File: src/rtl/wkt_pkg.sv
`default_nettype none
package wkt_pkg;

  // Register byte addresses on the APB
  localparam logic [31:0] LOAD_ADDR      = 32'hffff0340;
  localparam logic [31:0] COUNT_ADDR     = 32'hffff0344;
  localparam logic [31:0] CONTROL_ADDR   = 32'hffff0348;
  localparam logic [31:0] CLEAR_ADDR     = 32'hffff034c;
  localparam logic [31:0] STATUS_ADDR    = 32'hffff0350;
  localparam logic [31:0] INT_CLEAR_ADDR = 32'hffff0354;
  localparam logic [31:0] INT_EN_ADDR    = 32'hffff0358;
  localparam logic [31:0] CAPTURE_ADDR   = 32'hffff035c;

  localparam logic [31:0] WORD_RESET     = 32'h00000000;

  // Control register layout
  localparam int          CTL_PRE_LSB      = 0;
  localparam int          CTL_PRE_W        = 4;
  localparam int          CTL_FMT_LSB      = 4;
  localparam int          CTL_FMT_W        = 2;
  localparam int          CTL_PERIODIC_BIT = 6;
  localparam int          CTL_EN_BIT       = 7;
  localparam int          CTL_UP_BIT       = 8;
  localparam int          CTL_SRC_LSB      = 9;
  localparam int          CTL_SRC_W        = 2;
  localparam logic [31:0] CTL_WMASK        = 32'h000007ff;

  // Clock source codes
  localparam logic [1:0]  SRC_OSC  = 2'h0;
  localparam logic [1:0]  SRC_CORE = 2'h1;
  localparam logic [1:0]  SRC_XTAL = 2'h2;
  localparam logic [1:0]  SRC_UART = 2'h3;

  // Count format codes
  localparam logic [1:0]  FMT_BIN  = 2'h0;
  localparam logic [1:0]  FMT_RSV  = 2'h1;
  localparam logic [1:0]  FMT_H23  = 2'h2;
  localparam logic [1:0]  FMT_H255 = 2'h3;

  // Time format fields
  localparam int          FIELD_W   = 8;
  localparam int          HUND_LSB  = 0;
  localparam int          SEC_LSB   = 8;
  localparam int          MIN_LSB   = 16;
  localparam int          HR_LSB    = 24;
  localparam logic [7:0]  HUND_MAX  = 8'h63;
  localparam logic [7:0]  SEC_MAX   = 8'h3b;
  localparam logic [7:0]  MIN_MAX   = 8'h3b;
  localparam logic [7:0]  HR23_MAX  = 8'h17;
  localparam logic [7:0]  HR255_MAX = 8'hff;

  // Status, interrupt clear and enable layout
  localparam int          STAT_W        = 2;
  localparam int          STAT_WRAP_BIT = 0;
  localparam int          STAT_CAPT_BIT = 1;

  // Timer bit of the system interrupt-enable register
  localparam int          SYS_IRQ_TIMER_BIT = 4;

  localparam int          PRE_CNT_W = 15;

  // Terminal count of the prescaler for a 4-bit code: divide by 2**code
  function automatic logic [PRE_CNT_W-1:0] wkt_div_mask(input logic [CTL_PRE_W-1:0] code);
    logic [31:0] full;
    full = (32'h00000001 << code) - 32'h00000001;
    wkt_div_mask = full[PRE_CNT_W-1:0];
  endfunction : wkt_div_mask

endpackage : wkt_pkg
`default_nettype wire

File: src/rtl/wkt_top.sv
`default_nettype none
module wkt_top (
  input  wire logic        pclk,
  input  wire logic        presetn,
  input  wire logic        ce,
  input  wire logic        psel,
  input  wire logic        penable,
  input  wire logic        pwrite,
  input  wire logic [31:0] paddr,
  input  wire logic [31:0] pwdata,
  output logic             pready,
  output logic      [31:0] prdata,
  output logic             pslverr,
  input  wire logic        osc_clk_in,
  input  wire logic        xtal_clk_in,
  input  wire logic        uart_clk_in,
  input  wire logic        core_clk_stopped,
  input  wire logic [31:0] system_interrupt_enable,
  input  wire logic        capture_req,
  output logic             irq
);

  typedef struct packed {
    logic [31:0]                load;
    logic [31:0]                count;
    logic [31:0]                control;
    logic                       flag_wrap;
    logic                       flag_capt;
    logic [wkt_pkg::STAT_W-1:0] int_en;
    logic [31:0]                capture;
    logic                       cap_req_d;
    logic [31:0]                prdata;
    logic                       pslverr;
    logic                       irq;
  } wkt_state_s;

  wkt_state_s q_r;
  wkt_state_s q_nxt;

  logic                              run;
  logic                              tick;
  logic                              step_wrap;
  logic [31:0]                       step_nxt;
  logic                              bus_wr;
  logic                              bus_setup;
  logic                              clr_wr;
  logic                              wrap_evt;
  logic [wkt_pkg::CTL_FMT_W-1:0]     fmt;
  logic [wkt_pkg::STAT_W-1:0]        status;

  function automatic logic wkt_addr_known(input logic [31:0] a);
    case (a)
      wkt_pkg::LOAD_ADDR, wkt_pkg::COUNT_ADDR, wkt_pkg::CONTROL_ADDR, wkt_pkg::CLEAR_ADDR,
      wkt_pkg::STATUS_ADDR, wkt_pkg::INT_CLEAR_ADDR, wkt_pkg::INT_EN_ADDR,
      wkt_pkg::CAPTURE_ADDR: wkt_addr_known = 1'b1;
      default:               wkt_addr_known = 1'b0;
    endcase
  endfunction : wkt_addr_known

  assign run       = q_r.control[wkt_pkg::CTL_EN_BIT];
  assign fmt       = q_r.control[wkt_pkg::CTL_FMT_LSB +: wkt_pkg::CTL_FMT_W];
  assign status    = {q_r.flag_capt, q_r.flag_wrap};
  assign pready    = psel & penable & ce;
  assign bus_wr    = pready & pwrite;
  assign bus_setup = psel & ~penable;
  assign clr_wr    = bus_wr && (paddr == wkt_pkg::CLEAR_ADDR);
  assign wrap_evt  = tick && run && step_wrap;

  wkt_tick_gen u_tick (
    .pclk             (pclk),
    .presetn          (presetn),
    .ce               (ce),
    .osc_clk_in       (osc_clk_in),
    .xtal_clk_in      (xtal_clk_in),
    .uart_clk_in      (uart_clk_in),
    .core_clk_stopped (core_clk_stopped),
    .src_sel          (q_r.control[wkt_pkg::CTL_SRC_LSB +: wkt_pkg::CTL_SRC_W]),
    .prescale         (q_r.control[wkt_pkg::CTL_PRE_LSB +: wkt_pkg::CTL_PRE_W]),
    .run              (run),
    .tick             (tick)
  );

  wkt_count_step u_step (
    .count     (q_r.count),
    .up        (q_r.control[wkt_pkg::CTL_UP_BIT]),
    .fmt       (fmt),
    .count_nxt (step_nxt),
    .wrap      (step_wrap)
  );

  always_comb begin
    q_nxt = q_r;
    if (bus_wr) begin
      case (paddr)
        wkt_pkg::LOAD_ADDR:    q_nxt.load    = pwdata;
        wkt_pkg::CONTROL_ADDR: q_nxt.control = pwdata & wkt_pkg::CTL_WMASK;
        wkt_pkg::INT_CLEAR_ADDR: begin
          if (pwdata[wkt_pkg::STAT_WRAP_BIT]) begin
            q_nxt.flag_wrap = 1'b0;
          end
          if (pwdata[wkt_pkg::STAT_CAPT_BIT]) begin
            q_nxt.flag_capt = 1'b0;
          end
        end
        wkt_pkg::INT_EN_ADDR:  q_nxt.int_en  = pwdata[wkt_pkg::STAT_W-1:0];
        default:               q_nxt.int_en  = q_r.int_en; // Count writes are ignored
      endcase
    end
    if (clr_wr) begin
      q_nxt.count     = q_r.load;
      q_nxt.flag_wrap = 1'b0;
    end else if (tick && run) begin
      if (step_wrap && q_r.control[wkt_pkg::CTL_PERIODIC_BIT]) begin
        q_nxt.count = q_r.load;
      end else begin
        q_nxt.count = step_nxt;
      end
    end
    // Set wins over any clear in the same cycle
    if (wrap_evt) begin
      q_nxt.flag_wrap = 1'b1;
    end
    q_nxt.cap_req_d = capture_req;
    if (capture_req && !q_r.cap_req_d && system_interrupt_enable[wkt_pkg::SYS_IRQ_TIMER_BIT]) begin
      q_nxt.capture   = q_r.count;
      q_nxt.flag_capt = 1'b1;
    end
    if (bus_setup) begin
      q_nxt.pslverr = ~wkt_addr_known(paddr);
      case (paddr)
        wkt_pkg::LOAD_ADDR:    q_nxt.prdata = q_r.load;
        wkt_pkg::COUNT_ADDR:   q_nxt.prdata = q_r.count;
        wkt_pkg::CONTROL_ADDR: q_nxt.prdata = q_r.control;
        wkt_pkg::STATUS_ADDR:  q_nxt.prdata = {30'h00000000, status};
        wkt_pkg::INT_EN_ADDR:  q_nxt.prdata = {30'h00000000, q_r.int_en};
        wkt_pkg::CAPTURE_ADDR: q_nxt.prdata = q_r.capture;
        default:               q_nxt.prdata = wkt_pkg::WORD_RESET;
      endcase
    end
    q_nxt.irq = |({q_nxt.flag_capt, q_nxt.flag_wrap} & q_nxt.int_en);
  end

  always_ff @(posedge pclk or negedge presetn) begin
    if (!presetn) begin
      q_r <= '0;
    end else if (ce) begin
      q_r <= q_nxt;
    end
  end

  assign prdata  = q_r.prdata;
  assign pslverr = q_r.pslverr;
  assign irq     = q_r.irq;

  property p_count_up;
    @(posedge pclk) disable iff (!presetn)
    (ce && tick && run && q_r.control[wkt_pkg::CTL_UP_BIT] && fmt == wkt_pkg::FMT_BIN && !clr_wr
     && q_r.count != 32'hffffffff) |=> q_r.count == $past(q_r.count) + 32'h00000001;
  endproperty
  a_count_up: assert property (p_count_up) else $error("Up count did not add one");

  property p_count_down;
    @(posedge pclk) disable iff (!presetn)
    (ce && tick && run && !q_r.control[wkt_pkg::CTL_UP_BIT] && fmt == wkt_pkg::FMT_BIN && !clr_wr
     && q_r.count != 32'h00000000) |=> q_r.count == $past(q_r.count) - 32'h00000001;
  endproperty
  a_count_down: assert property (p_count_down) else $error("Down count did not subtract one");

  property p_halt;
    @(posedge pclk) disable iff (!presetn)
    (ce && !run && !clr_wr) |=> $stable(q_r.count);
  endproperty
  a_halt: assert property (p_halt) else $error("Count moved while disabled");

  property p_periodic_reload;
    @(posedge pclk) disable iff (!presetn)
    (ce && wrap_evt && q_r.control[wkt_pkg::CTL_PERIODIC_BIT] && !clr_wr) |=> q_r.count == $past(q_r.load);
  endproperty
  a_periodic_reload: assert property (p_periodic_reload) else $error("Periodic wrap did not reload");

  property p_hund_range;
    @(posedge pclk) disable iff (!presetn)
    (ce && tick && run && fmt[1] && !clr_wr && !step_wrap
     && q_r.count[wkt_pkg::HUND_LSB +: wkt_pkg::FIELD_W] <= wkt_pkg::HUND_MAX)
    |=> q_r.count[wkt_pkg::HUND_LSB +: wkt_pkg::FIELD_W] <= wkt_pkg::HUND_MAX;
  endproperty
  a_hund_range: assert property (p_hund_range) else $error("Hundredths left 0 to 99");

  property p_clear_reload;
    @(posedge pclk) disable iff (!presetn)
    (ce && clr_wr) |=> q_r.count == $past(q_r.load);
  endproperty
  a_clear_reload: assert property (p_clear_reload) else $error("Clear write did not reload count");

  property p_clear_flag;
    @(posedge pclk) disable iff (!presetn)
    (ce && clr_wr && !wrap_evt) |=> !q_r.flag_wrap ##1 (q_r.flag_wrap == $past(wrap_evt && ce));
  endproperty
  a_clear_flag: assert property (p_clear_flag) else $error("Clear write left interrupt pending");

  property p_capture_gate;
    @(posedge pclk) disable iff (!presetn)
    (ce && !system_interrupt_enable[wkt_pkg::SYS_IRQ_TIMER_BIT]) |=> $stable(q_r.capture);
  endproperty
  a_capture_gate: assert property (p_capture_gate) else $error("Capture while timer interrupt disabled");

  property p_read_count;
    @(posedge pclk) disable iff (!presetn)
    (ce && bus_setup && !pwrite && paddr == wkt_pkg::COUNT_ADDR) |=> prdata == $past(q_r.count) && !pslverr;
  endproperty
  a_read_count: assert property (p_read_count) else $error("Count read returned wrong data");

  property p_wrap_flag;
    @(posedge pclk) disable iff (!presetn)
    (ce && wrap_evt) |=> q_r.flag_wrap ##0 (irq == q_r.int_en[wkt_pkg::STAT_WRAP_BIT] || q_r.flag_capt);
  endproperty
  a_wrap_flag: assert property (p_wrap_flag) else $error("Wrap did not raise the flag");

  property p_int_clear_wrap;
    @(posedge pclk) disable iff (!presetn)
    (ce && bus_wr
     && paddr == wkt_pkg::INT_CLEAR_ADDR
     && pwdata[wkt_pkg::STAT_WRAP_BIT]
     && !wrap_evt)
    |=> !q_r.flag_wrap;
  endproperty
  a_int_clear_wrap: assert property (p_int_clear_wrap) else $error("Wrap flag kept");

  property p_free_down_wrap;
    @(posedge pclk) disable iff (!presetn)
    (ce && wrap_evt && !clr_wr
     && !q_r.control[wkt_pkg::CTL_PERIODIC_BIT]
     && !q_r.control[wkt_pkg::CTL_UP_BIT]
     && fmt == wkt_pkg::FMT_BIN)
    |=> q_r.count == 32'hffffffff;
  endproperty
  a_free_down_wrap: assert property (p_free_down_wrap) else $error("Free wrap lost");

  property p_load_write;
    @(posedge pclk) disable iff (!presetn)
    (ce && bus_wr
     && paddr == wkt_pkg::LOAD_ADDR)
    |=> q_r.load == $past(pwdata);
  endproperty
  a_load_write: assert property (p_load_write) else $error("Load not stored");

  property p_ctl_write;
    @(posedge pclk) disable iff (!presetn)
    (ce && bus_wr
     && paddr == wkt_pkg::CONTROL_ADDR)
    |=> q_r.control ==
        ($past(pwdata) & wkt_pkg::CTL_WMASK);
  endproperty
  a_ctl_write: assert property (p_ctl_write) else $error("Control not stored");

  property p_count_ro;
    @(posedge pclk) disable iff (!presetn)
    (ce && bus_wr
     && paddr == wkt_pkg::COUNT_ADDR
     && !(tick && run))
    |=> $stable(q_r.count);
  endproperty
  a_count_ro: assert property (p_count_ro) else $error("Count write took");

  property p_hour_span;
    @(posedge pclk) disable iff (!presetn)
    (ce && tick && run
     && !clr_wr && !step_wrap
     && fmt == wkt_pkg::FMT_H23
     && q_r.count[wkt_pkg::HR_LSB +: wkt_pkg::FIELD_W] <= wkt_pkg::HR23_MAX)
    |=> q_r.count[wkt_pkg::HR_LSB +: wkt_pkg::FIELD_W]
        <= wkt_pkg::HR23_MAX;
  endproperty
  a_hour_span: assert property (p_hour_span) else $error("Hours out of span");

  property p_capture_take;
    @(posedge pclk) disable iff (!presetn)
    (ce && capture_req
     && !q_r.cap_req_d
     && system_interrupt_enable[wkt_pkg::SYS_IRQ_TIMER_BIT])
    |=> q_r.capture == $past(q_r.count)
        && q_r.flag_capt;
  endproperty
  a_capture_take: assert property (p_capture_take) else $error("Capture missed");

endmodule : wkt_top
`default_nettype wire

File: src/rtl/wkt_tick_gen.sv
`default_nettype none
module wkt_tick_gen (
  input  wire logic                               pclk,
  input  wire logic                               presetn,
  input  wire logic                               ce,
  input  wire logic                               osc_clk_in,
  input  wire logic                               xtal_clk_in,
  input  wire logic                               uart_clk_in,
  input  wire logic                               core_clk_stopped,
  input  wire logic [wkt_pkg::CTL_SRC_W-1:0]      src_sel,
  input  wire logic [wkt_pkg::CTL_PRE_W-1:0]      prescale,
  input  wire logic                               run,
  output logic                                    tick
);

  // Each sync chain: [0] first stage, [1] second stage, [2] delayed copy of [1]
  typedef struct packed {
    logic [2:0]                       osc;
    logic [2:0]                       xtal;
    logic [2:0]                       uart;
    logic [wkt_pkg::PRE_CNT_W-1:0]    pre_cnt;
    logic                             tick;
  } wkt_tick_s;

  wkt_tick_s q_r;
  wkt_tick_s q_nxt;
  logic      src_edge;

  always_comb begin
    q_nxt      = q_r;
    q_nxt.osc  = {q_r.osc[1:0], osc_clk_in};
    q_nxt.xtal = {q_r.xtal[1:0], xtal_clk_in};
    q_nxt.uart = {q_r.uart[1:0], uart_clk_in};
    case (src_sel)
      wkt_pkg::SRC_OSC:  src_edge = q_r.osc[1] & ~q_r.osc[2];
      wkt_pkg::SRC_CORE: src_edge = ~core_clk_stopped;
      wkt_pkg::SRC_XTAL: src_edge = q_r.xtal[1] & ~q_r.xtal[2];
      wkt_pkg::SRC_UART: src_edge = q_r.uart[1] & ~q_r.uart[2];
      default:           src_edge = 1'b0;
    endcase
    q_nxt.tick = 1'b0;
    if (!run) begin
      q_nxt.pre_cnt = '0;
    end else if (src_edge) begin
      if (q_r.pre_cnt >= wkt_pkg::wkt_div_mask(prescale)) begin
        q_nxt.pre_cnt = '0;
        q_nxt.tick    = 1'b1;
      end else begin
        q_nxt.pre_cnt = q_r.pre_cnt + 15'h0001;
      end
    end
  end

  always_ff @(posedge pclk or negedge presetn) begin
    if (!presetn) begin
      q_r <= '0;
    end else if (ce) begin
      q_r <= q_nxt;
    end
  end

  assign tick = q_r.tick;

  property p_core_div1;
    @(posedge pclk) disable iff (!presetn)
    (ce && run && src_sel == wkt_pkg::SRC_CORE && prescale == 4'h0 && !core_clk_stopped) |=> tick;
  endproperty
  a_core_div1: assert property (p_core_div1) else $error("Core clock divide-by-1 gave no tick");

  property p_div16_gap;
    @(posedge pclk) disable iff (!presetn || !ce)
    (tick && run && src_sel == wkt_pkg::SRC_CORE && prescale == 4'h4) |=> !tick [*8];
  endproperty
  a_div16_gap: assert property (p_div16_gap) else $error("Divide-by-16 ticks came too close");

  property p_core_stop;
    @(posedge pclk) disable iff (!presetn)
    (ce && src_sel == wkt_pkg::SRC_CORE && core_clk_stopped) |=> !tick;
  endproperty
  a_core_stop: assert property (p_core_stop) else $error("Tick from stopped core clock");

endmodule : wkt_tick_gen
`default_nettype wire

File: src/rtl/wkt_count_step.sv
`default_nettype none
module wkt_count_step (
  input  wire logic [31:0]                    count,
  input  wire logic                           up,
  input  wire logic [wkt_pkg::CTL_FMT_W-1:0]  fmt,
  output logic      [31:0]                    count_nxt,
  output logic                                wrap
);

  // One time field: {carry, new value}
  function automatic logic [8:0] wkt_field_step(input logic [7:0] v, input logic [7:0] vmax,
                                                input logic up_dir);
    if (up_dir) begin
      if (v >= vmax) begin
        return {1'b1, 8'h00};
      end
      return {1'b0, v + 8'h01};
    end
    if (v == 8'h00) begin
      return {1'b1, vmax};
    end
    return {1'b0, v - 8'h01};
  endfunction : wkt_field_step

  logic [32:0] bin_sum;
  logic [8:0]  hund_s;
  logic [8:0]  sec_s;
  logic [8:0]  min_s;
  logic [8:0]  hr_s;
  logic [7:0]  hr_max;

  always_comb begin
    bin_sum = up ? ({1'b0, count} + 33'h000000001) : ({1'b0, count} - 33'h000000001);
    hr_max  = (fmt == wkt_pkg::FMT_H23) ? wkt_pkg::HR23_MAX : wkt_pkg::HR255_MAX;
    hund_s  = wkt_field_step(count[wkt_pkg::HUND_LSB +: wkt_pkg::FIELD_W], wkt_pkg::HUND_MAX, up);
    sec_s   = hund_s[8] ? wkt_field_step(count[wkt_pkg::SEC_LSB +: wkt_pkg::FIELD_W], wkt_pkg::SEC_MAX, up)
                        : {1'b0, count[wkt_pkg::SEC_LSB +: wkt_pkg::FIELD_W]};
    min_s   = sec_s[8] ? wkt_field_step(count[wkt_pkg::MIN_LSB +: wkt_pkg::FIELD_W], wkt_pkg::MIN_MAX, up)
                       : {1'b0, count[wkt_pkg::MIN_LSB +: wkt_pkg::FIELD_W]};
    hr_s    = min_s[8] ? wkt_field_step(count[wkt_pkg::HR_LSB +: wkt_pkg::FIELD_W], hr_max, up)
                       : {1'b0, count[wkt_pkg::HR_LSB +: wkt_pkg::FIELD_W]};
    if (fmt == wkt_pkg::FMT_H23 || fmt == wkt_pkg::FMT_H255) begin
      count_nxt = {hr_s[7:0], min_s[7:0], sec_s[7:0], hund_s[7:0]};
      wrap      = hr_s[8];
    end else begin
      // Binary; the reserved code behaves as binary
      count_nxt = bin_sum[31:0];
      wrap      = up ? bin_sum[32] : (count == 32'h00000000);
    end
  end

endmodule : wkt_count_step
`default_nettype wire

File: config.mk
export PLATFORM = sky130hd
export DESIGN_NAME = wkt_top
export DESIGN_NICKNAME = d
export VERILOG_FILES = /design/src/rtl/wkt_pkg.sv /design/src/rtl/wkt_top.sv /design/src/rtl/wkt_tick_gen.sv /design/src/rtl/wkt_count_step.sv
export SDC_FILE = /design/constraint.sdc
export NUM_CORES = 1
export LEC_CHECK = 0
export BUFFER_PORTS_ARGS = -buffer_cell sky130_fd_sc_hd__clkbuf_2
export CAP_MARGIN = 10
export CORE_MARGIN = 2
export CORE_UTILIZATION = 42
export CTS_CLUSTER_DIAMETER = 200
export DETAILED_ROUTE_END_ITERATION = 6
export PLACE_DENSITY = 0.6
export SYNTH_ARGS = -nofsm -noshare
export SYNTH_HDL_FRONTEND = slang
export SYNTH_HIERARCHICAL = 1
export SYNTH_SLANG_ARGS = --single-unit
File: constraint.sdc
create_clock -name pclk -period 7.5 [get_ports pclk]
set_input_delay 0.75 -clock pclk [delete_from_list [all_inputs] [get_ports pclk]]
set_output_delay 0.75 -clock pclk [all_outputs]
set_load 0.01 [all_outputs]
# Word level (Yosys, flattened, before mapping)
# Index checks and enable logic that the tools add are counted.
[word_totals] regBits=171 inputBits=107 out_inout_bits=35 elab_cells=163
[op_classes] addsub=12 magnitude_cmp=5 eq_ne=17 n_shift=1 mux=69 bitwise=14 reduce_logical=26
[op_table] operator="$eq 32x32->1 const B" count=8
[op_table] operator="$mux 9" count=27
[op_table] operator="$pmux 32 s6" count=1
[op_table] operator="$mux 32" count=4
[op_table] operator="$add 32x1->33 const B" count=1
[op_table] operator="$mux 33" count=1
[op_table] operator="$sub 32x1->33 const B" count=1
[op_table] operator="$add 8x1->8 const B" count=4
[op_table] operator="$logic_not 32->1" count=1
[op_table] operator="$logic_not 8->1" count=4
[op_table] operator="$sub 8x1->8 const B" count=4
[op_table] operator="$mux 15" count=2
[op_table] operator="$mux 1" count=28
[op_table] operator="$ge 8x6->1 const B" count=2
[op_table] operator="$mux 16" count=1
[op_table] operator="$add 15x1->15 const B" count=1
[op_table] operator="$ge 15x15->1" count=1
[op_table] operator="$reduce_and 3->1" count=5
[op_table] operator="$shl 1x4->15 const A" count=1
[op_table] operator="$sub 15x1->15 const B" count=1
[op_table] operator="$ne 4x3->1 const B" count=3
[op_table] operator="$eq 2x2->1 const B" count=4
[op_table] operator="$ge 8x7->1 const B" count=1
[op_table] operator="$ge 8x8->1" count=1
[op_table] operator="17 further kinds" count=37

# Longest topological paths before layout
# Gate-level depths: netlist of run 1.
[logic_depth] word_depth=16 ltp_mapped=18 mapped_depth_nobuf=15

# Modules after synthesis
# The synthesis of run 1 kept the hierarchy.
[by_module_without_submodules] module="wkt_top" n_inst=1 cells_per_inst=652 area_per_inst_um2=7115.6 seq_area_each_um2=3653.5
[by_module_without_submodules] module="wkt_count_step" n_inst=1 cells_per_inst=576 area_per_inst_um2=3678.5 seq_area_each_um2=0.0
[by_module_without_submodules] module="wkt_tick_gen" n_inst=1 cells_per_inst=186 area_per_inst_um2=1761.7 seq_area_each_um2=625.6

# Least setup slack after synthesis of run 1
# OpenSTA, ideal clock, no wires.
[synth_timing] kind="register -> register" from="register q_r[79] (netlist bit)" to="register q_r[103] (netlist bit)" setup_ns=0.131 arrival_time_ns=4.414 t_required_ns=7.369 slack_ns=2.955 path_stages_with_launch=19 n_path_buf=3 synth_period_minus_slack_ns=4.545 path_cell_list="dfrtp_1 > clkbuf_1 > inv_1 > clkbuf_1 > ha_1 > nor2b_1 > o21ai_0 > a21oi_1 > o311a_1 > o21ai_0 > o21ba_2 > nor2_1 > o311ai_0 > a21oi_1 > nand2_1 > nand3_1 > clkbuf_1 > nor3_1 > a221oi_2"
[synth_via] elab_chain_len=10 elab_cells_between_ends=16 cone_classes="mux (15); reduce/logical (1)"
[synth_lines] element="start: declaration" line="wkt_top.sv:37" rtl="wkt_state_s q_r;"
[synth_lines] element="start signal: assignment" line="wkt_top.sv:147" rtl="q_r <= q_nxt;"
[synth_lines] element="$mux 1" line="wkt_count_step.sv:13" rtl="if (up_dir) begin"
[synth_lines] element="$mux 9" line="wkt_count_step.sv:19" rtl="if (v == 8'h00) begin"
[synth_lines] element="$mux 9" line="wkt_count_step.sv:36" rtl="sec_s = hund_s[8] ? wkt_field_step(count[wkt_pkg::SEC_LSB +: wkt_pkg::FIELD_W], wkt_pkg::SEC_MAX, up)"
[synth_lines] element="$mux 9" line="wkt_count_step.sv:38" rtl="min_s = sec_s[8] ? wkt_field_step(count[wkt_pkg::MIN_LSB +: wkt_pkg::FIELD_W], wkt_pkg::MIN_MAX, up)"
[synth_lines] element="$mux 9" line="wkt_count_step.sv:40" rtl="hr_s = min_s[8] ? wkt_field_step(count[wkt_pkg::HR_LSB +: wkt_pkg::FIELD_W], hr_max, up)"
[synth_lines] element="$mux 1 (*)" line="wkt_count_step.sv:42" rtl="if (fmt == wkt_pkg::FMT_H23 || fmt == wkt_pkg::FMT_H255) begin"
[synth_lines] element="named net step_wrap" line="wkt_top.sv:42" rtl="logic step_wrap;"
[synth_lines] element="$logic_and 1x1->1 (*)" line="wkt_top.sv:113" rtl="if (step_wrap && q_r.control[wkt_pkg::CTL_PERIODIC_BIT]) begin"
[synth_lines] element="$mux 32 (*)" line="wkt_top.sv:113"
[synth_lines] element="$mux 32 (*)" line="wkt_top.sv:112" rtl="end else if (tick && run) begin"
[synth_lines] element="$mux 32 (*)" line="wkt_top.sv:109" rtl="if (clr_wr) begin"
# The timed path passes the listed nets; every way through them passes the cells marked *. The select of a mux whose other input is x is not followed.
# A chain may end at the register's enable or synchronous reset.

# Worst setup path after layout of run 1
[layout_timing] from="register q_r[79] (netlist bit)" to="register q_r[114] (netlist bit)"
[layout_via] elab_chain_len=10 elab_cells_between_ends=18 cone_classes="eq/ne (1); mux (15); reduce/logical (2)"
[layout_lines] element="$mux 1" line="wkt_count_step.sv:13"
[layout_lines] element="$mux 9" line="wkt_count_step.sv:19"
[layout_lines] element="$mux 9" line="wkt_count_step.sv:36"
[layout_lines] element="$mux 9" line="wkt_count_step.sv:38"
[layout_lines] element="$mux 9" line="wkt_count_step.sv:40"
[layout_lines] element="$mux 1 (*)" line="wkt_count_step.sv:42"
[layout_lines] element="named net step_wrap" line="wkt_top.sv:42"
[layout_lines] element="$logic_and 1x1->1 (*)" line="wkt_top.sv:113"
[layout_lines] element="$mux 32" line="wkt_top.sv:113"
[layout_lines] element="$mux 32" line="wkt_top.sv:112"
[layout_lines] element="$mux 32" line="wkt_top.sv:109"
# Marked as above.

==> results.md, run 1 <==
* Fin. Hold Viols at 0
* Area growth syn-to-layout at 8.97%
* DRC at 0
* Ant. Diodes at 0
* Reg2reg end: q_r[114]
* Vias at 10732
* Worst skew pair latency at 440 ps
* Fmax at 207 MHz
* EDFF count, synth at 0
* Setup bufs post-CTS at 0
* VDD IR max at 0.000150 V
* Seq/Total Area, Yosys at 34.1%
* Count leader, synth: dfrtp_1
* Core Footprint at 29600 sq um
* Resize count post-CTS at 0
* Post-synth top cells: dfrtp_1 (171), nand2_1 (142), o21ai_0 (112), inv_1 (94), a21oi_1 (75)
* CP endpoint kind: flop
* Yosys cell types at 92
* NetSw at 0.508 mW
* Clock transition at the registers of the reported paths at 70 ps
* Outcome: finished clean
* Top_reg_cell synth: dfrtp_1
* Post-synth top area share at 34.1%
* First-pass GRT wire length at 55400 um
* Clk root buf: clkbuf_16
* Slew at the pin closest to its max-slew limit at 1090 ps
* Initial antenna violation count at 0
* Pwr dens at 148 nW/um^2
* Fin nets at 1612
* Setup Skew at 15.4 ps
* Largest net degree at the start of global routing at 88
* Combinational share of power at 6.5%
* YS warnings at 6
* Row cnt at 63
* DR vias/cell at 5.82
* CTS Buf Count at 17
* CTS tree: built
* CP Launch Type: flop
* RSZ-0062 raised after global routing: false
* Largest area contributor in the netlist: dfrtp_1
* Syn Std Cell Area at 12600 sq um
* Wirelength, routed at 34400 um
* CP Max Fanout at 32
* Die Y at 177 um
* Initial DRC count at 934
* GRT Residual Overflow at 0
* Die area at 31300 sq um
* Setup-failing EPs final at 0
* Share of layout cells above drive strength 1 at 17.9%
* Synth area leaders: dfrtp_1 (34%), ha_1 (6.1%), o21ai_0 (4.5%)
* Worst path arrival time at 5170 ps
* Htree depth at 4
* Final period utilization at 64.5%
* Max clock buf depth at 2
* GRT Util Overall at 22.4%
* Synthesized Nets at 1583
* IO buf count at 110
* Initial Util at 42.5%
* Sw frac at 25.2%
* LEAKAGE at 6.21 nW
* Slew HR at 27.4%
* Post-Synthesis Cells at 1414
* Post-CTS Hold Buffers at 0
* Maxcap violations at 0
* CP required at 7830 ps
* Sequential share of power at 49.4%
* Int Pwr at 1.51 mW
* Setup TNS after final layout at 0 ps
* Mean Syn Cell Area at 8.88 sq um
* Hold/Removal Path Class: in2async
* Io pins at 142
* Detailed placer's ending HPWL at 23100 um
* Final Wtd Congestion at 0.846
* Die width at 177 um
* Worst Reg-to-Reg Cells at 15
* Reg2reg setup slack at 2660 ps
* DRT Pass-1 Iters at 5
* Filler cells at 2858
* Vias in the first global route at 10342
* Yosys reg bits at 171
* Ys async rst share at 100%
* Clk pwr share at 44.1%
* Final Max Tran Viols at 0
* RR Startpoint: q_r[79]
* WS Path Type: reg2reg
* Clk sinks at 171
* Min Clock Period, post-route at 4840 ps
* Placement-stage cell area at 13100 sq um
* Post-route ant nets at 0
* WL/cell at 18.6 um
* Design Area, Final at 13700 sq um
## sequential cells by signal, indices dropped and copies added, names as in the netlist
name and flops:
u_tick/q_r 18, irq 1, q_r 110, u_tick/tick 1, u_tick/q_nxt 6, prdata 32, pslverr 1, fmt 2
## power by group through the flow
stage	clock (mW)	sequential (mW)	combinational [mW]
after floorplan	0	1.01	0.0726
after global placement	0	1.01	0.131
after detailed placement	0	1.01	0.134
after CTS	0.910	0.997	0.134
after global routing	0.949	1.00	0.152
final	0.890	0.997	0.132
## kinds of logic (layout without fill, tap and decap cells)
kind of cell	Yosys count	after routing	share of synthesized area (%)
mux	98	98	8.68
simple gates	442	442	17.6
fa+ha+maj	62	62	6.24
compound gates	392	392	22.8
xor+xnor	43	43	3.00
flops	171	171	34.1
buf+inv	206	247	7.60
## final cells by class
cell class	instances	area [sq um]	share of cell area, %
multi-input cells	1037	7340	53.6
flip-flops and latches	171	4280	31.3
repair buffers	122	647	4.73
well taps	390	488	3.57
clock buffers	20	467	3.41
inverters	94	353	2.58
clock inverters	11	109	0.796
## routing by layer
metal,up-vias,track usage [%],part of all wire (%)
met1,5213,30.7,47
met5,-,0,0
met4,0,6.10,1.4
li1,5182,-,-
met2,305,36.7,47
met3,32,3.41,4.6
## per-stage QoR
step	power, mW	util, %	cells	hold slack, ps	setup slack, ps
after floorplan	1.08	-	1414	450	2960
after global placement	1.14	44.3	1814	460	2700
after detailed placement	1.15	44.3	1814	470	2670
after CTS	2.04	46.3	1845	413	2670
after global routing	2.10	46.3	1845	439	2230
final	2.02	46.3	1845	391	2660
## critical path, stage by stage (launching register included)
cell and delay [ps]:
dfrtp_1 380, inv_1 610, buf_4 400, ha_1 320
nor2b_1 140, o21ai_0 200, a21oi_1 140, o311a_1 370
o21ai_0 180, buf_4 170, o21ba_2 180, nor2_1 60
o311ai_0 310, a21oi_1 200, a41o_2 660, a221oi_2 380
## worst max-delay path by stage
stage | start | end | slack (ps) | depth (start not counted)
floorplan | q_r[79] | q_r[103] | 2960 | 18
global placement | q_r[79] | q_r[123] | 2700 | 15
detailed placement | q_r[79] | q_r[105] | 2670 | 15
CTS | q_r[79] | q_r[114] | 2670 | 15
global route | q_r[79] | q_r[105] | 2230 | 15
finish | q_r[79] | q_r[114] | 2660 | 15
## layout by cell type, fill, tap and decap left out, types with 20 or more instances in the layout
cell,instances
o21ai_0,112
inv_1,94
ha_1,61
xnor2_1,23
nand3_1,31
a221oi_2,30
nand2_1,141
nor3_1,58
dfrtp_1,170
mux2_2,46
mux2i_1,38
nor2b_1,37
a221o_1,21
xor2_1,20
a21oi_1,75
nor2_1,73
clkbuf_2,109
Note: power is estimated with default switching activity, not from simulation.
==> inputs of run 2 (changes only) <==
==> constraint.sdc (replaced) <==
create_clock -name pclk -period 5 [get_ports pclk]
set_input_delay 0.5 -clock pclk [delete_from_list [all_inputs] [get_ports pclk]]
set_output_delay 0.5 -clock pclk [all_outputs]
set_load 0.01 [all_outputs]
==> run 2 against run 1 <==
Die area unchanged. Clock skew rose by 2.3 ps. Sequential share of layout area down 0.30 points. Maximum frequency grew 5.8%. Cell count is 0.65% higher. Largest cell class unchanged. Largest power group unchanged.
==> results.md, run 2 (synthesis gave the netlist of run 1 again) <==
* Outcome: finished clean
* Setup bufs post-CTS at 0
* CP peak stage delay at 460 ps
* Resize count post-CTS at 0
* DRC at 0
* Final Max Tran Viols at 0
* DRT Pass-1 Iters at 5
* GRT Util Overall at 22.5%
* First-pass GRT wire length at 55400 um
* Clk sinks at 171
* Clk root buf: clkbuf_16
* VDD IR max at 0.000241 V
* Die width at 177 um
* Final Wtd Congestion at 0.863
* Maxcap violations at 0
* CP delay by family, top: compound AO/OA/AOI/OAI gates
* Filler cells at 2871
* Worst path arrival time at 4880 ps
* Crit path cell chain: inv_1 > ha_1 > nor2b_1 > o21ai_0 > a21oi_1 > o311a_1 > o21ai_0 > buf_4 > o21ba_2 > nor2_1 > o311ai_0 > a21oi_1 > nand2_1 > nand3_1 > buf_4 > nor3_1 > a221oi_2
* Largest net degree at the start of global routing at 94
* IO buf count at 110
* CTS tree: built
* Min Clock Period, post-route at 4570 ps
* Core Footprint at 29600 sq um
* Sequential cell area at 4280 sq um
* CTS Buf Count at 17
* Pwr dens at 227 nW/um^2
* Setup Skew at 17.7 ps
* WS Path Type: reg2reg
* Final period utilization at 91.4%
* Max clock buf depth at 2
* NetSw at 0.796 mW
* Sequential share of power at 47.9%
* Slew HR at 26.3%
* Met3 usage at 4.08%
* Clk pwr share at 45.9%
* Int Pwr at 2.33 mW
* CP required at 5300 ps
* Combinational share of power at 6.3%
* Area growth syn-to-layout at 10.0%
* Post-CTS Hold Buffers at 0
* Initial DRC count at 948
* Setup TNS after final layout at 0 ps
* Initial antenna violation count at 0
* CP Max Fanout at 16
* Top reg by flops: q_r
* Share of layout cells above drive strength 1 at 18.6%
* CP endpoint kind: flop
* Htree depth at 4
* Commonest cells after routing, fill and taps aside: dfrtp_1 (170), nand2_1 (141), o21ai_0 (112)
* Detailed placer's ending HPWL at 24100 um
* DR vias/cell at 5.80
* GRT Residual Overflow at 0
* WL/cell at 18.6 um
* LEAKAGE at 6.28 nW
* Most common cell after layout, fill and taps aside: dfrtp_1
* Vias in the first global route at 10233
* Largest register FFs at 110
* Ant. Diodes at 0
* Worst skew pair latency at 460 ps
* Row cnt at 63
* Slowest library cell on the worst path: inv_1
* Clock transition at the registers of the reported paths at 80 ps
* Sw frac at 25.4%
* Vias at 10762
* RSZ-0062 raised after global routing: false
* Die area at 31300 sq um
* Fmax at 219 MHz
* Fin. Hold Viols at 0
* Gr busiest metal: met2
* Met2 usage at 36.0%
* Worst Path Buf+Inv at 3
* Io pins at 142
* Post-route ant nets at 0
* Wirelength, routed at 34500 um
* Pwr Total at 3.13 mW
* Reg2reg setup slack at 430 ps
* Fin nets at 1623
* GR Util met1 at 30.5%
* Slew at the pin closest to its max-slew limit at 1100 ps
* Hold/Removal Path Class: in2async
* Die Y at 177 um
* Setup-failing EPs final at 0
* Multi-input gate area at 7340 sq um
* Initial Util at 42.5%
* CP Launch Type: flop
-- run 2: changes by cell type in the layout (fill, tap and decap cells not counted), sizes merged --
cell	delta
buf	+11
bufinv	+2
clkbuf	-3
clkinv	-2
clkinvlp	+1
inv	+3
-- run 2: metrics by stage --
step / area [sq um] / setup WS [ps] / hold WS, ps / util, % / instances
global route: 13800 / 130 / 177 / 46.7 / 1857
floorplan: 12600 / 455 / 204 / - / 1414
finish: 13800 / 429 / 108 / 46.7 / 1857
detailed placement: 13200 / 529 / 470 / 44.7 / 1825
CTS: 13800 / 481 / 150 / 46.7 / 1857
global placement: 13200 / 628 / 460 / 44.7 / 1825
-- run 2: routing by layer --
layer  up-vias  wire length [um]
li1       5221                 -
met1      5220             16100
met2       282             16000
met3        39              1580
met4         0               793
met5         -                 0
-- run 2: path summary, 6_finish.rpt --
kind                            depth (start not counted)             end       start
max in group asynchronous                               2      prdata[21]     presetn
worst min register to register                          2         q_r[55]     q_r[55]
worst min-delay path                                    1  u_tick/q_r[11]     presetn
worst max-delay path                                   17        q_r[122]     q_r[79]
worst max register to register                         17        q_r[122]     q_r[79]
min in group pclk                                       2        q_r[156]  pwdata[21]
-- run 2: area by class of cell --
cell class | instances | area share (%)
well taps | 390 | 3.53
inverters | 94 | 2.55
clock inverters | 15 | 1.36
repair buffers | 133 | 5.37
multi-input cells | 1037 | 53.1
flip-flops and latches | 171 | 31.0
clock buffers | 17 | 3.08
-- run 2: worst reg2reg max path, cell delays in order (launching register included) --
cell and delay, ps:
dfrtp_1 410, inv_1 460, ha_1 390, nor2b_1 150, o21ai_0 200, a21oi_1 140, o311a_1 370, o21ai_0 180
buf_4 170, o21ba_2 180, nor2_1 60, o311ai_0 340, a21oi_1 180, nand2_1 100, nand3_1 390, buf_4 360
nor3_1 290, a221oi_2 60
-- run 2: power by group through the flow --
stage | clock network, mW | logic (mW) | registers, mW
after detailed placement | 0 | 0.200 | 1.52
after floorplan | 0 | 0.109 | 1.51
after CTS | 1.46 | 0.201 | 1.50
final | 1.44 | 0.197 | 1.50
after global routing | 1.52 | 0.228 | 1.51
after global placement | 0 | 0.195 | 1.52
==> inputs of run 3 (changes only) <==
--- a/config.mk
+++ b/config.mk
@@ -7,11 +7,14 @@
 export LEC_CHECK = 0
 export BUFFER_PORTS_ARGS = -buffer_cell sky130_fd_sc_hd__clkbuf_2
 export CAP_MARGIN = 10
+export CELL_PAD_IN_SITES_DETAIL_PLACEMENT = 0
+export CELL_PAD_IN_SITES_GLOBAL_PLACEMENT = 1
 export CORE_MARGIN = 2
 export CORE_UTILIZATION = 42
+export CTS_BUF_LIST = sky130_fd_sc_hd__clkbuf_16
 export CTS_CLUSTER_DIAMETER = 200
 export DETAILED_ROUTE_END_ITERATION = 6
-export PLACE_DENSITY = 0.6
+export PLACE_DENSITY = 0.75
 export SYNTH_ARGS = -nofsm -noshare
 export SYNTH_HDL_FRONTEND = slang
 export SYNTH_HIERARCHICAL = 1
==> constraint.sdc (replaced) <==
create_clock -name pclk -period 5 [get_ports pclk]
set_input_delay 0.75 -clock pclk [delete_from_list [all_inputs] [get_ports pclk]]
set_output_delay 0.75 -clock pclk [all_outputs]
set_load 0.01 [all_outputs]
==> run 3 against run 2 <==
Sequential cell count stayed put. Critical path type unchanged. First-iteration DRC count increased by 1.5%. Setup slack improved by 260 ps.
==> results.md, run 3 (synthesis gave the netlist of run 1 again) <==
* Die width at 177 um
* CP peak stage delay at 580 ps
* Clk root buf: clkbuf_16
* VDD IR max at 0.000349 V
* Die Y at 177 um
* Most common cell after layout, fill and taps aside: dfrtp_1
* Clock transition at the registers of the reported paths at 80 ps
* Post-route ant nets at 0
* Final Util at 46.7%
* Ant. Diodes at 0
* Resize count post-CTS at 0
* Share of layout cells above drive strength 1 at 18.3%
* Fin nets at 1618
* WL/cell at 18.8 um
* Worst skew pair latency at 460 ps
* First-pass GRT wire length at 56500 um
* GRT Util Overall at 23.0%
* Worst path arrival time at 4630 ps
* CTS Buf Count at 17
* Initial antenna violation count at 0
* Slew at the pin closest to its max-slew limit at 958 ps
* Maxcap violations at 0
* Fmax at 232 MHz
* Slew HR at 35.6%
* CP Launch Type: flop
* Clk sinks at 171
* DRT Pass-1 Iters at 5
* Worst Path Buf+Inv at 1
* Largest register FFs at 110
* Post-CTS Hold Buffers at 0
* CP endpoint kind: flop
* CTS tree: built
* LEAKAGE at 6.27 nW
* Die area at 31300 sq um
* Hold/Removal Path Class: in2async
* Final Wtd Congestion at 0.888
* Area growth syn-to-layout at 9.84%
* Multi-input gate area at 7340 sq um
* GRT Residual Overflow at 0
* Initial Util at 42.5%
* Final period utilization at 86.2%
* Crit path cell chain: inv_1 > ha_1 > a21oi_1 > nor2_1 > o31ai_1 > nor2b_1 > a21oi_1 > a311o_1 > a221oi_1 > o41ai_1 > nand3b_1 > nor3_1 > a221oi_2
* DR vias/cell at 5.81
* Detailed placer's ending HPWL at 24300 um
* RR Startpoint: q_r[79]
* Final Max Tran Viols at 0
* CP required at 5320 ps
* Crit path from: q_r[79]
* Core Footprint at 29600 sq um
* Row cnt at 63
* Fin. Hold Viols at 0
* Most used cell along the critical path: a21oi_1
* Min Clock Period, post-route at 4310 ps
* Initial DRC count at 962
* WS Path Type: reg2reg
* CP delay by family, top: compound AO/OA/AOI/OAI gates
* Setup TNS after final layout at 0 ps
* Io pins at 142
* Htree depth at 4
* Sequential cell area at 4280 sq um
* RSZ-0062 raised after global routing: false
* Wirelength, routed at 34800 um
* Slowest library cell on the worst path: inv_1
* Vias in the first global route at 10200
* DRC at 0
* Pwr dens at 226 nW/um^2
* Setup Skew at 18.0 ps
* Filler cells at 2911
* CP Max Fanout at 21
* IO buf count at 110
* Vias at 10758
* Outcome: finished clean
* Commonest cells after routing, fill and taps aside: dfrtp_1 (170), nand2_1 (141), o21ai_0 (112)
* Max clock buf depth at 2
* Top reg by flops: q_r
* Setup bufs post-CTS at 0
* Largest net degree at the start of global routing at 91
* Setup-failing EPs final at 0
-- run 3: changes by cell type in the layout (fill, tap and decap cells not counted) --
cell	change
buf_4	-5
bufinv_16	-1
clkinv_2	-2
clkinv_4	+2
clkinv_8	+2
clkinvlp_4	-2
inv_6	-3
inv_8	+4
-- run 3: area by class of cell --
cell class | instances | area share [%]
Multi-Input combinational cell | 1037 | 53.2
Sequential cell | 171 | 31.0
Clock inverter | 15 | 1.46
Timing Repair Buffer | 128 | 5.11
Clock buffer | 17 | 3.08
Tap cell | 390 | 3.54
Inverter | 94 | 2.56
-- run 3: worst register-to-register path, delay by kind of cell, from the launching register on --
family	cells	cell delay (ps)
compound gates	7	1820
fa+ha+maj	1	370
buf+inv	1	580
flops	1	380
simple gates	4	1020
-- run 3: power breakdown --
group	total, mW	leakage (nW)	internal, mW	switching (mW)
Sequential	1.50	2.11	1.46	0.0401
Combinational	0.198	3.85	0.0798	0.118
Clock	1.42	0.307	0.767	0.653
Total	3.12	6.27	2.30	0.811
-- run 3: through the flow --
stage | area (sq um) | power, mW | cells | setup slack [ps] | hold slack, ps
2_1_floorplan | 12600 | 1.62 | 1414 | 455 | 450
3_3_place_gp | 13200 | 1.72 | 1820 | 737 | 461
3_5_place_dp | 13200 | 1.73 | 1820 | 731 | 470
4_1_cts | 13800 | 3.15 | 1852 | 682 | 364
5_1_grt | 13800 | 3.25 | 1852 | 292 | 388
6_report | 13800 | 3.12 | 1852 | 688 | 332
-- run 3: path summary, 6_finish.rpt --
path                       cells after the start  slack (ps)              to
setup / recovery                              13         690        q_r[132]
hold / removal                                 1         330  u_tick/q_r[12]
setup reg to reg                              13         690        q_r[132]
hold reg to reg                                2         480         q_r[45]
max in group asynchronous                      2        3710      prdata[19]
min in group pclk                              2         480         q_r[45]
-- run 3: metal layers --
layer / part of all wire (%) / vias to the layer above / global-route usage, % / wire length, um
li1: - / 5209 / - / -
met1: 47 / 5245 / 32.3 / 16400
met2: 47 / 275 / 36.6 / 16200
met3: 4.8 / 29 / 3.93 / 1670
met4: 1.5 / 0 / 6.40 / 533
met5: 0 / - / 0 / 0
